### src/rtl/icm_consts.svh
// icm_consts.svh: offsets, field positions, reset values and timing counts
// assumes byte addresses on a 6-bit register port, 32-bit data words
`ifndef ICM_CONSTS_SVH
`define ICM_CONSTS_SVH

// register offsets
`define ICM_OFF_SA      6'h00
`define ICM_OFF_CS      6'h04
`define ICM_OFF_DR      6'h08
`define ICM_OFF_TPR     6'h0c
`define ICM_OFF_IMR     6'h10
`define ICM_OFF_RIS     6'h14
`define ICM_OFF_MIS     6'h18
`define ICM_OFF_ICR     6'h1c

// command field positions
`define ICM_CMD_RUN     0
`define ICM_CMD_START   1
`define ICM_CMD_STOP    2
`define ICM_CMD_ACK     3

// reset values
`define ICM_DR_RST      8'h00
`define ICM_TPR_RST     8'h01
`define ICM_SA_RST      8'h00

// serial clock phases in timer units, and the bit count of a byte
`define ICM_SCL_LOW     4'h6
`define ICM_SCL_HIGH    4'h4
`define ICM_SLOT_LAST   4'h9
`define ICM_BYTE_BITS   4'h8
`define ICM_EDGE_UNIT   4'h8

`endif

### src/rtl/icm_pkg.sv
// icm_pkg.sv: types of the two-wire master command sequencer
// assumes icm_consts.svh supplies all numbers but the widths and encodings set here
package icm_pkg;

	typedef logic [31:0] icm_word_t;
	typedef logic [5:0]  icm_addr_t;

	typedef enum logic [1:0] {
		ICM_CTL_IDLE = 2'b00,
		ICM_CTL_MTX  = 2'b01,
		ICM_CTL_MRX  = 2'b10
	} icm_ctl_t;

	typedef enum logic [2:0] {
		ICM_PH_IDLE  = 3'b000,
		ICM_PH_START = 3'b001,
		ICM_PH_ADDR  = 3'b010,
		ICM_PH_DATA  = 3'b011,
		ICM_PH_STOP  = 3'b100
	} icm_ph_t;

	typedef struct packed {
		logic     valid;
		logic     start;
		logic     xfer;
		logic     rx;
		logic     ack;
		logic     stop;
		icm_ctl_t nxt;
	} icm_op_t;

	typedef struct packed {
		logic      sda_s1;
		logic      sda_s2;
		logic      scl_s1;
		logic      scl_s2;
		icm_ctl_t  ctl;
		icm_ph_t   ph;
		icm_op_t   op;
		logic [8:0] pcnt;
		logic [3:0] ucnt;
		logic [3:0] bitn;
		logic [7:0] shreg;
		logic [7:0] sa;
		logic [7:0] dat;
		logic [7:0] timer_period;
		logic      im;
		logic      raw_interrupt_bit;
		logic      arb;
		logic      dack;
		logic      aack;
		logic      err;
		logic      bbsy;
		logic      scl_oe_n;
		logic      sda_oe_n;
		logic      irq;
		icm_word_t rdata;
	} icm_state_t;

endpackage : icm_pkg

### src/rtl/icm_master.sv
// icm_master.sv: two-wire bus master with command decode, bit engine and registers
// assumes a single-cycle register port and open-drain pads resolved outside
//
// Added by the designer: the strobed register port.
`timescale 1ns/1ps
`include "icm_consts.svh"

////////////////////////////////////////////////////////////////////////////////
// Function
// RQ1: transmit state, run only: send a byte, stay in transmit.
// RQ2: transmit or receive state, stop only: stop condition, go idle.
// RQ3: transmit state, stop and run: send a byte, stop, go idle.
// RQ4: transmit, direction clear, start and run: restart, send; with stop, stop and idle.
// RQ5: transmit, direction set, no ack, start run: restart, receive with nack, to receive.
// RQ6: transmit, direction set, no ack, stop start run: restart, send, stop, idle.
// RQ7: transmit, direction set, ack, start run: restart, receive with ack, to receive.
// RQ8: receive state, run only: receive byte with nack, stay in receive.
// RQ9: receive state, stop and run, no ack: receive last byte, stop, idle.
// RQ10: receive state, ack and run: receive byte and acknowledge, stay in receive.
// RQ11: receive, direction set, no ack, start run: restart, receive nack; stop ends idle.
// RQ12: receive, direction set, ack, start run: restart, receive with ack, stay.
// RQ13: receive, direction clear, start run: restart, send, to transmit; stop ends idle.
// RQ14: software asks stop in receive only after a data or address nack.
// RQ15: data register holds byte to send or byte received; resets to zero.
// RQ16: timer period field sets serial clock period, 1 to 255, resets to one.
// RQ17: each serial clock period is 6 units low and 4 units high.
// RQ18: mask bit set forwards the raw interrupt; clear blocks it.
// RQ19: error set on address nack, data nack or lost arbitration.
// RQ20: writing one to the clear bit clears raw interrupt; zero does nothing.
// RQ21: masked status is raw status gated by the mask.
// RQ22: illegal or unlisted commands cause no bus activity and no state change.
// RQ23: unit is 2*(1+period) clocks, so period is that times ten clocks.
module icm_master (
	input  wire logic             i_core_clk,
	input  wire logic             i_rst_n,
	input  wire icm_pkg::icm_addr_t i_addr,
	input  wire icm_pkg::icm_word_t i_wdata,
	input  wire logic             i_wr,
	input  wire logic             i_rd,
	output icm_pkg::icm_word_t    o_rdata,
	input  wire logic             i_scl,
	output logic                  o_scl,
	output logic                  o_scl_oe_n,
	input  wire logic             i_sda,
	output logic                  o_sda,
	output logic                  o_sda_oe_n,
	output logic                  o_irq
);
	import icm_pkg::*;

	icm_state_t st;
	icm_state_t next_st;

	////////////////////////////////////////////////////////////////////////////
	// command decode

	function automatic icm_op_t mk(input logic s, input logic x, input logic r,
		input logic a, input logic p, input icm_ctl_t nx);
		icm_op_t o;
		o.valid = 1'b1;
		o.start = s;
		o.xfer  = x;
		o.rx    = r;
		o.ack   = a;
		o.stop  = p;
		o.nxt   = nx;
		return o;
	endfunction : mk

	function automatic icm_op_t decode(input icm_ctl_t ctl, input logic rs,
		input logic [3:0] cmd);
		icm_op_t  o;
		logic     r;
		logic     s;
		logic     p;
		logic     a;
		icm_ctl_t tx_nx;
		icm_ctl_t rx_nx;
		o = '0;
		r = cmd[`ICM_CMD_RUN];
		s = cmd[`ICM_CMD_START];
		p = cmd[`ICM_CMD_STOP];
		a = cmd[`ICM_CMD_ACK];
		tx_nx = p ? ICM_CTL_IDLE : ICM_CTL_MTX;
		rx_nx = p ? ICM_CTL_IDLE : ICM_CTL_MRX;
		unique case (ctl)
			ICM_CTL_IDLE: begin
				if (s && r) begin
					if (!rs)
						o = mk(1'b1, 1'b1, 1'b0, 1'b0, p, tx_nx);
					else if (!a)
						o = mk(1'b1, 1'b1, 1'b1, 1'b0, p, rx_nx);
					else if (!p)
						o = mk(1'b1, 1'b1, 1'b1, 1'b1, 1'b0, ICM_CTL_MRX);
				end
			end
			ICM_CTL_MTX: begin
				if (!s && r)
					o = mk(1'b0, 1'b1, 1'b0, 1'b0, p, tx_nx); // [RQ1] [RQ3]
				else if (!s && p)
					o = mk(1'b0, 1'b0, 1'b0, 1'b0, 1'b1, ICM_CTL_IDLE); // [RQ2]
				else if (s && r && !rs)
					o = mk(1'b1, 1'b1, 1'b0, 1'b0, p, tx_nx); // [RQ4]
				else if (s && r && !a && !p)
					o = mk(1'b1, 1'b1, 1'b1, 1'b0, 1'b0, ICM_CTL_MRX); // [RQ5]
				else if (s && r && !a)
					o = mk(1'b1, 1'b1, 1'b0, 1'b0, 1'b1, ICM_CTL_IDLE); // [RQ6]
				else if (s && r && !p)
					o = mk(1'b1, 1'b1, 1'b1, 1'b1, 1'b0, ICM_CTL_MRX); // [RQ7]
			end
			ICM_CTL_MRX: begin
				if (!s && r && !(a && p))
					o = mk(1'b0, 1'b1, 1'b1, a, p, rx_nx); // [RQ8] [RQ9] [RQ10]
				else if (!s && !r && p)
					o = mk(1'b0, 1'b0, 1'b0, 1'b0, 1'b1, ICM_CTL_IDLE); // [RQ2]
				else if (s && r && !rs)
					o = mk(1'b1, 1'b1, 1'b0, 1'b0, p, tx_nx); // [RQ13]
				else if (s && r && !a)
					o = mk(1'b1, 1'b1, 1'b1, 1'b0, p, rx_nx); // [RQ11]
				else if (s && r && !p)
					o = mk(1'b1, 1'b1, 1'b1, 1'b1, 1'b0, ICM_CTL_MRX); // [RQ12]
			end
			default: o = '0;
		endcase
		return o; // all else stays invalid [RQ22]
	endfunction : decode

	////////////////////////////////////////////////////////////////////////////
	// next state

	always_comb begin
		icm_op_t    cmd_op;
		logic       tick;
		logic       slot_end;
		logic       tx;
		logic       sda_in;
		logic       sda_lo;
		logic       fin;
		icm_ctl_t   fin_ctl;
		cmd_op   = '0;
		tick     = 1'b0;
		slot_end = 1'b0;
		tx       = 1'b0;
		sda_in   = st.sda_s2;
		sda_lo   = ~st.sda_oe_n;
		fin      = 1'b0;
		fin_ctl  = st.op.nxt;
		next_st  = st;

		// pad synchronisers
		next_st.sda_s1 = i_sda;
		next_st.sda_s2 = st.sda_s1;
		next_st.scl_s1 = i_scl;
		next_st.scl_s2 = st.scl_s1;

		// register reads, data one cycle later
		next_st.rdata = '0;
		if (i_rd) begin
			unique case (i_addr)
				`ICM_OFF_SA:  next_st.rdata = {24'h000000, st.sa};
				`ICM_OFF_CS:  next_st.rdata = {25'h0000000, st.bbsy,
					(st.ctl == ICM_CTL_IDLE) && (st.ph == ICM_PH_IDLE),
					st.arb, st.dack, st.aack, st.err, st.ph != ICM_PH_IDLE};
				`ICM_OFF_DR:  next_st.rdata = {24'h000000, st.dat}; // [RQ15]
				`ICM_OFF_TPR: next_st.rdata = {24'h000000, st.timer_period};
				`ICM_OFF_IMR: next_st.rdata = {31'h00000000, st.im};
				`ICM_OFF_RIS: next_st.rdata = {31'h00000000, st.raw_interrupt_bit};
				`ICM_OFF_MIS: next_st.rdata = {31'h00000000, st.raw_interrupt_bit & st.im}; // [RQ21]
				default:      next_st.rdata = '0;
			endcase
		end

		// register writes
		if (i_wr) begin
			unique case (i_addr)
				`ICM_OFF_SA:  next_st.sa = i_wdata[7:0];
				`ICM_OFF_DR:  next_st.dat = i_wdata[7:0]; // [RQ15]
				`ICM_OFF_TPR: begin
					if (i_wdata[7:0] != 8'h00)
						next_st.timer_period = i_wdata[7:0]; // [RQ16]
				end
				`ICM_OFF_IMR: next_st.im = i_wdata[0];
				`ICM_OFF_ICR: begin
					if (i_wdata[0])
						next_st.raw_interrupt_bit = 1'b0; // [RQ20]
				end
				`ICM_OFF_CS: begin
					if (st.ph == ICM_PH_IDLE)
						cmd_op = decode(st.ctl, st.sa[0], i_wdata[3:0]);
				end
				default: ;
			endcase
		end

		// command launch
		if (cmd_op.valid) begin
			next_st.op    = cmd_op;
			next_st.pcnt  = '0;
			next_st.ucnt  = '0;
			next_st.bitn  = '0;
			next_st.shreg = cmd_op.start ? st.sa : st.dat;
			next_st.arb   = 1'b0;
			next_st.dack  = 1'b0;
			next_st.aack  = 1'b0;
			next_st.err   = 1'b0;
			if (cmd_op.start)
				next_st.ph = ICM_PH_START;
			else if (cmd_op.xfer)
				next_st.ph = ICM_PH_DATA;
			else
				next_st.ph = ICM_PH_STOP;
			if (cmd_op.start)
				next_st.bbsy = 1'b1;
		end

		// bit engine
		if (st.ph != ICM_PH_IDLE) begin
			// one unit is 2*(1+period) clocks; slave may stretch the high phase
			next_st.pcnt = st.pcnt + 9'h001;
			if (st.pcnt == {st.timer_period, 1'b1}) begin // [RQ23]
				if (st.ucnt > `ICM_SCL_LOW && !st.scl_s2) begin
					next_st.pcnt = st.pcnt;
				end else begin
					next_st.pcnt = '0;
					tick = 1'b1;
				end
			end
			if (tick) begin
				if (st.ucnt == `ICM_SLOT_LAST) begin
					next_st.ucnt = '0;
					slot_end = 1'b1;
				end else begin
					next_st.ucnt = st.ucnt + 4'h1;
				end
			end

			// pad drive: six units low, four high [RQ17]
			tx = (st.ph == ICM_PH_ADDR) || !st.op.rx;
			if (st.ucnt != 4'h0) begin
				unique case (st.ph)
					ICM_PH_START: sda_lo = st.ucnt >= `ICM_EDGE_UNIT;
					ICM_PH_STOP:  sda_lo = st.ucnt < `ICM_EDGE_UNIT;
					default: begin
						if (st.bitn < `ICM_BYTE_BITS)
							sda_lo = tx & ~st.shreg[7];
						else
							sda_lo = ~tx & st.op.ack; // [RQ10] [RQ8]
					end
				endcase
			end
			next_st.scl_oe_n = ~(st.ucnt < `ICM_SCL_LOW);
			next_st.sda_oe_n = ~sda_lo;

			if (slot_end) begin
				unique case (st.ph)
					ICM_PH_START: begin
						next_st.ph    = ICM_PH_ADDR;
						next_st.shreg = st.sa;
						next_st.bitn  = '0;
					end
					ICM_PH_STOP: begin
						fin = 1'b1;
						fin_ctl = ICM_CTL_IDLE; // [RQ2]
						next_st.bbsy = 1'b0;
					end
					default: begin
						if (st.bitn < `ICM_BYTE_BITS) begin
							next_st.shreg = {st.shreg[6:0], sda_in};
							next_st.bitn  = st.bitn + 4'h1;
							if (tx && st.shreg[7] && !sda_in) begin
								next_st.arb  = 1'b1; // [RQ19]
								next_st.err  = 1'b1;
								next_st.bbsy = 1'b0;
								fin = 1'b1;
								fin_ctl = ICM_CTL_IDLE;
							end
						end else if (tx && sda_in) begin
							if (st.ph == ICM_PH_ADDR)
								next_st.aack = 1'b1; // [RQ19]
							else
								next_st.dack = 1'b1;
							next_st.err = 1'b1;
							if (st.op.stop)
								next_st.ph = ICM_PH_STOP;
							else
								fin = 1'b1;
						end else if (st.ph == ICM_PH_ADDR) begin
							next_st.ph    = ICM_PH_DATA;
							next_st.shreg = st.dat;
							next_st.bitn  = '0;
						end else begin
							if (!tx)
								next_st.dat = st.shreg; // [RQ15]
							if (st.op.stop)
								next_st.ph = ICM_PH_STOP; // [RQ3] [RQ9]
							else
								fin = 1'b1;
						end
					end
				endcase
			end

			if (fin) begin
				next_st.ph  = ICM_PH_IDLE;
				next_st.ctl = fin_ctl;
				next_st.raw_interrupt_bit = 1'b1;
				// master holds the clock low between commands unless the next state is idle
				next_st.scl_oe_n = fin_ctl == ICM_CTL_IDLE;
				next_st.sda_oe_n = 1'b1;
			end
		end

		next_st.irq = next_st.raw_interrupt_bit & next_st.im; // [RQ18]
	end

	////////////////////////////////////////////////////////////////////////////
	// state register

	always_ff @(posedge i_core_clk or negedge i_rst_n) begin
		if (!i_rst_n) begin
			st          <= '0;
			st.sda_s1   <= 1'b1;
			st.sda_s2   <= 1'b1;
			st.scl_s1   <= 1'b1;
			st.scl_s2   <= 1'b1;
			st.ctl      <= ICM_CTL_IDLE;
			st.ph       <= ICM_PH_IDLE;
			st.sa       <= `ICM_SA_RST;
			st.dat      <= `ICM_DR_RST;
			st.timer_period      <= `ICM_TPR_RST;
			st.scl_oe_n <= 1'b1;
			st.sda_oe_n <= 1'b1;
		end else begin
			st <= next_st;
		end
	end

	////////////////////////////////////////////////////////////////////////////
	// outputs

	assign o_rdata    = st.rdata;
	assign o_irq      = st.irq;
	assign o_scl      = 1'b0;
	assign o_sda      = 1'b0;
	assign o_scl_oe_n = st.scl_oe_n;
	assign o_sda_oe_n = st.sda_oe_n;

endmodule : icm_master

### config.mk
export PLATFORM = sky130hd
export DESIGN_NAME = icm_master
export DESIGN_NICKNAME = d
export VERILOG_FILES = /design/src/rtl/icm_pkg.sv /design/src/rtl/icm_master.sv
export VERILOG_INCLUDE_DIRS = /design/src /design/src/rtl
export SDC_FILE = /design/constraint.sdc
export NUM_CORES = 1
export LEC_CHECK = 0
export ABC_CLOCK_PERIOD_IN_PS = 3000
export BUFFER_PORTS_ARGS = -buffer_cell sky130_fd_sc_hd__buf_2
export CAP_MARGIN = 30
export CORE_MARGIN = 3
export CORE_UTILIZATION = 59
export CTS_BUF_LIST = sky130_fd_sc_hd__clkbuf_4 sky130_fd_sc_hd__clkbuf_8
export DETAILED_ROUTE_END_ITERATION = 16
export PLACE_DENSITY = 0.82
export SYNTH_ARGS = -nofsm -noshare
export SYNTH_HDL_FRONTEND = slang
export SYNTH_SLANG_ARGS = --single-unit
### constraint.sdc
create_clock -name i_core_clk -period 3 [get_ports i_core_clk]
set_clock_uncertainty 0.15 [all_clocks]
set_input_delay 0 -clock i_core_clk [delete_from_list [all_inputs] [get_ports i_core_clk]]
set_output_delay 0 -clock i_core_clk [all_outputs]
set_load 0.005 [all_outputs]
==> results.sh <==
export IMPL_crit_path_end_kind="flop"
export IMPL_clock_latency_ns=0.38
export IMPL_cts_root_buf="clkbuf_8"
export IMPL_crit_chain="or3_4 -> mux4_2 -> o2111a_1 -> dlygate4sd3_1"
export IMPL_cts_sinks=81
export IMPL_num_vias=4061
export IMPL_grt_overflow=0
export IMPL_setup_worst_path_class="reg -> reg"
export IMPL_grt_pass1_vias=3879
export IMPL_via_per_inst=6.467
export IMPL_synth_area_leaders="dfrtp_1, mux2_2, buf_4"
export IMPL_fin_ws_ns=0.4047
export IMPL_gp_congestion=0.9525
export IMPL_grt_max_degree=46
export IMPL_avgSynthCellArea_um2=10.12
export IMPL_synth_most_common_cell="dfrtp_1"
export IMPL_fmax_mhz=385.3
export IMPL_hold_path_class="in -> async"
export IMPL_crit_family="buffers and inverters"
export IMPL_peakVddDrop_mv=0.2770
export IMPL_synth_seq_area_share_pct=41.07
export IMPL_cts_buffers=9
export IMPL_layout_area_overhead_vs_synth_pct=8.910
export IMPL_grt_pass1_wl_um=19720
export IMPL_status="finished, final reports clean"
export IMPL_yosys_top_cells_count="dfrtp_1, nand2_1, mux2_2, buf_4, o21ai_0"
export IMPL_worstPathRequired_ns=3.11
export IMPL_cts_tree="yes"
export IMPL_antenna_found_initial=0
export IMPL_synthCells=490
export IMPL_hold_worst_slack_ns=0.02066
export IMPL_post_cts_buffers=0
export IMPL_fin_nets=567
export IMPL_grt_busiest_layer="met2"
export IMPL_dp_cells=590
export IMPL_die_area_um2=9538
export IMPL_critPathMaxFanout=14
export IMPL_initial_core_util_pct=62.53
export IMPL_core_area_um2=7928
export IMPL_cts_reportedPaths_clkPinSlew_ns=0.09
export IMPL_fillCellCount=572
export IMPL_gr_usage_met3_pct=5.456
export IMPL_drc=0
export IMPL_place_ws_ns=0.5110
export IMPL_layout_drive_gt1_share_pct=23.95
export IMPL_synth_top_cell_by_area="dfrtp_1"
export IMPL_drt_total_wl_um=12140
export IMPL_min_period_ns=2.595
export IMPL_synth_top_cell_area_share_pct=37.35
export IMPL_path_buf_inv=1
export IMPL_cp_slowest_cell="dlygate4sd3_1"
export IMPL_finalSetupViolations=0
export IMPL_rows=32
export IMPL_synth_edf_count=0
export IMPL_power_mw=2.868
export IMPL_ant_nets=0
export IMPL_dr_pass1_iters=5
export IMPL_use_met2_pct=41.96
export IMPL_cp_arrival_ns=2.70
export IMPL_finalSetupTns_ns=0
export IMPL_p_per_area_nw_per_um2=531.1
export IMPL_die_x_um=97.67
export IMPL_synthArstFlopShare_pct=100.0
export IMPL_drt_initial_drc_count=496
export IMPL_grt_util_met1_pct=34.36
export IMPL_cts_buffer_depth=2
export IMPL_crit_path_max_incr_delay_ns=0.57
export IMPL_synth_warnings=0
export IMPL_rsz0062_at_grt="no"
export IMPL_syn_area_um2=4957
export IMPL_cap_violations=0
export IMPL_hpwlAfterDp_um=8110
export IMPL_wl_per_cell_um=19.34
export IMPL_pin_count=81
export IMPL_die_height_um=97.67
export IMPL_cp_start_kind="flop"
export IMPL_htreeDepth=3
export IMPL_slew_violations=0
export IMPL_grt_usage_pct=25.84
export IMPL_synth_main_ff_cell="dfrtp_1"
export IMPL_hold_viol_final=0
export IMPL_portBuffers=30
export IMPL_ys_ff_latch=81
export IMPL_period_share_pct=86.51
export IMPL_synth_distinct_cells=77
export IMPL_worstMarginPinSlew_ns=0.8436
export IMPL_p_leak_nw=2.237
export IMPL_maxSlewHeadroom_pct=43.24
export IMPL_num_antenna_cells=0
export IMPL_final_cell_count_no_fill=628
registers in the layout, summed over array words and instances (netlist names):
signal and cells:
o_sda_oe_n 1, o_scl_oe_n 1, o_irq 1, o_rdata 8, next_st 2, st 68
power by group:
part,internal [mW],switching [mW],leakage (nW)
registers,1.23,0.217,0.965
clock network,0.315,0.465,0.0884
logic,0.317,0.325,1.18
total,1.86,1.01,2.24
final timing paths:
kind | to | slack, ns | cells past startpoint | startpoint
worst max-delay path | o_rdata[0]$_DFF_PN0_ | 0.40 | 4 | st[101]$_DFF_PN0_
worst min-delay path | st[42]$_DFFE_PN1P_ | 0.02 | 2 | i_rst_n
worst max register to register | o_rdata[0]$_DFF_PN0_ | 0.40 | 4 | st[101]$_DFF_PN0_
worst min register to register | st[104]$_DFF_PN1_ | 0.21 | 0 | next_st[104]$_DFF_PN1_
max in group asynchronous | o_scl_oe_n$_DFFE_PN1N_ | 2.38 | 3 | i_rst_n
min in group i_core_clk | st[40]$_DFF_PN0_ | 0.07 | 4 | i_addr[2]
layout by cell type, fill, tap and decap left out, types with 11 or more instances in the layout:
cell type      Yosys  final
nor3_1            11     11
o21ai_0           29     29
nand2_1           43     43
buf_2              6     29
o22ai_1           12     12
mux2_2            38     38
conb_1             1     26
a21oi_1           22     22
dlygate4sd3_1      0     21
nor2b_1           13     13
inv_1             13     13
nor2_1            18     18
dfrtp_1           74     74
mux2i_1           11     11
layout make-up:
class | instances | area, um^2 | area share (%)
Multi-Input combinational cell | 358 | 2554 | 47.30
Tap cell | 102 | 127.6 | 2.364
Inverter | 13 | 48.80 | 0.9038
Timing Repair Buffer | 58 | 447.9 | 8.297
Clock inverter | 7 | 61.31 | 1.136
Sequential cell | 81 | 2036 | 37.71
Clock buffer | 9 | 123.9 | 2.294
per-stage QoR:
| stage | instance area (um^2) | util, % |
|---|---|---|
| after CTS | 5399 | 68.10 |
| after detailed placement | 4984 | 62.86 |
| after floorplan | 5051 | - |
| after global placement | 4956 | 62.52 |
| final | 5399 | 68.10 |
| after global routing | 5399 | 68.10 |
per-layer routing:
metal	vias to the layer above	wire length, um
met5	-	0
met3	25	1065
met4	0	230
li1	1831	-
met1	1976	5000
met2	229	5847
timing repair:
item / CTS / global route
hold buffers: 22 / 0
endpoints found under the hold margin: 115 / 0
gates resized for setup: 0 / 0
cell families (layout without fill, tap and decap cells):
kind of cell | Yosys count | count (layout) | synth area share (%)
mux | 55 | 55 | 13.58
fa+ha+maj | 2 | 2 | 0.5047
xor+xnor | 10 | 10 | 1.767
compound gates | 122 | 122 | 17.01
flops | 81 | 81 | 41.07
buf+inv | 76 | 87 | 9.313
other cells | 1 | 26 | 0.07565
simple gates | 143 | 143 | 16.68
Power figures use the tool's default switching activity.
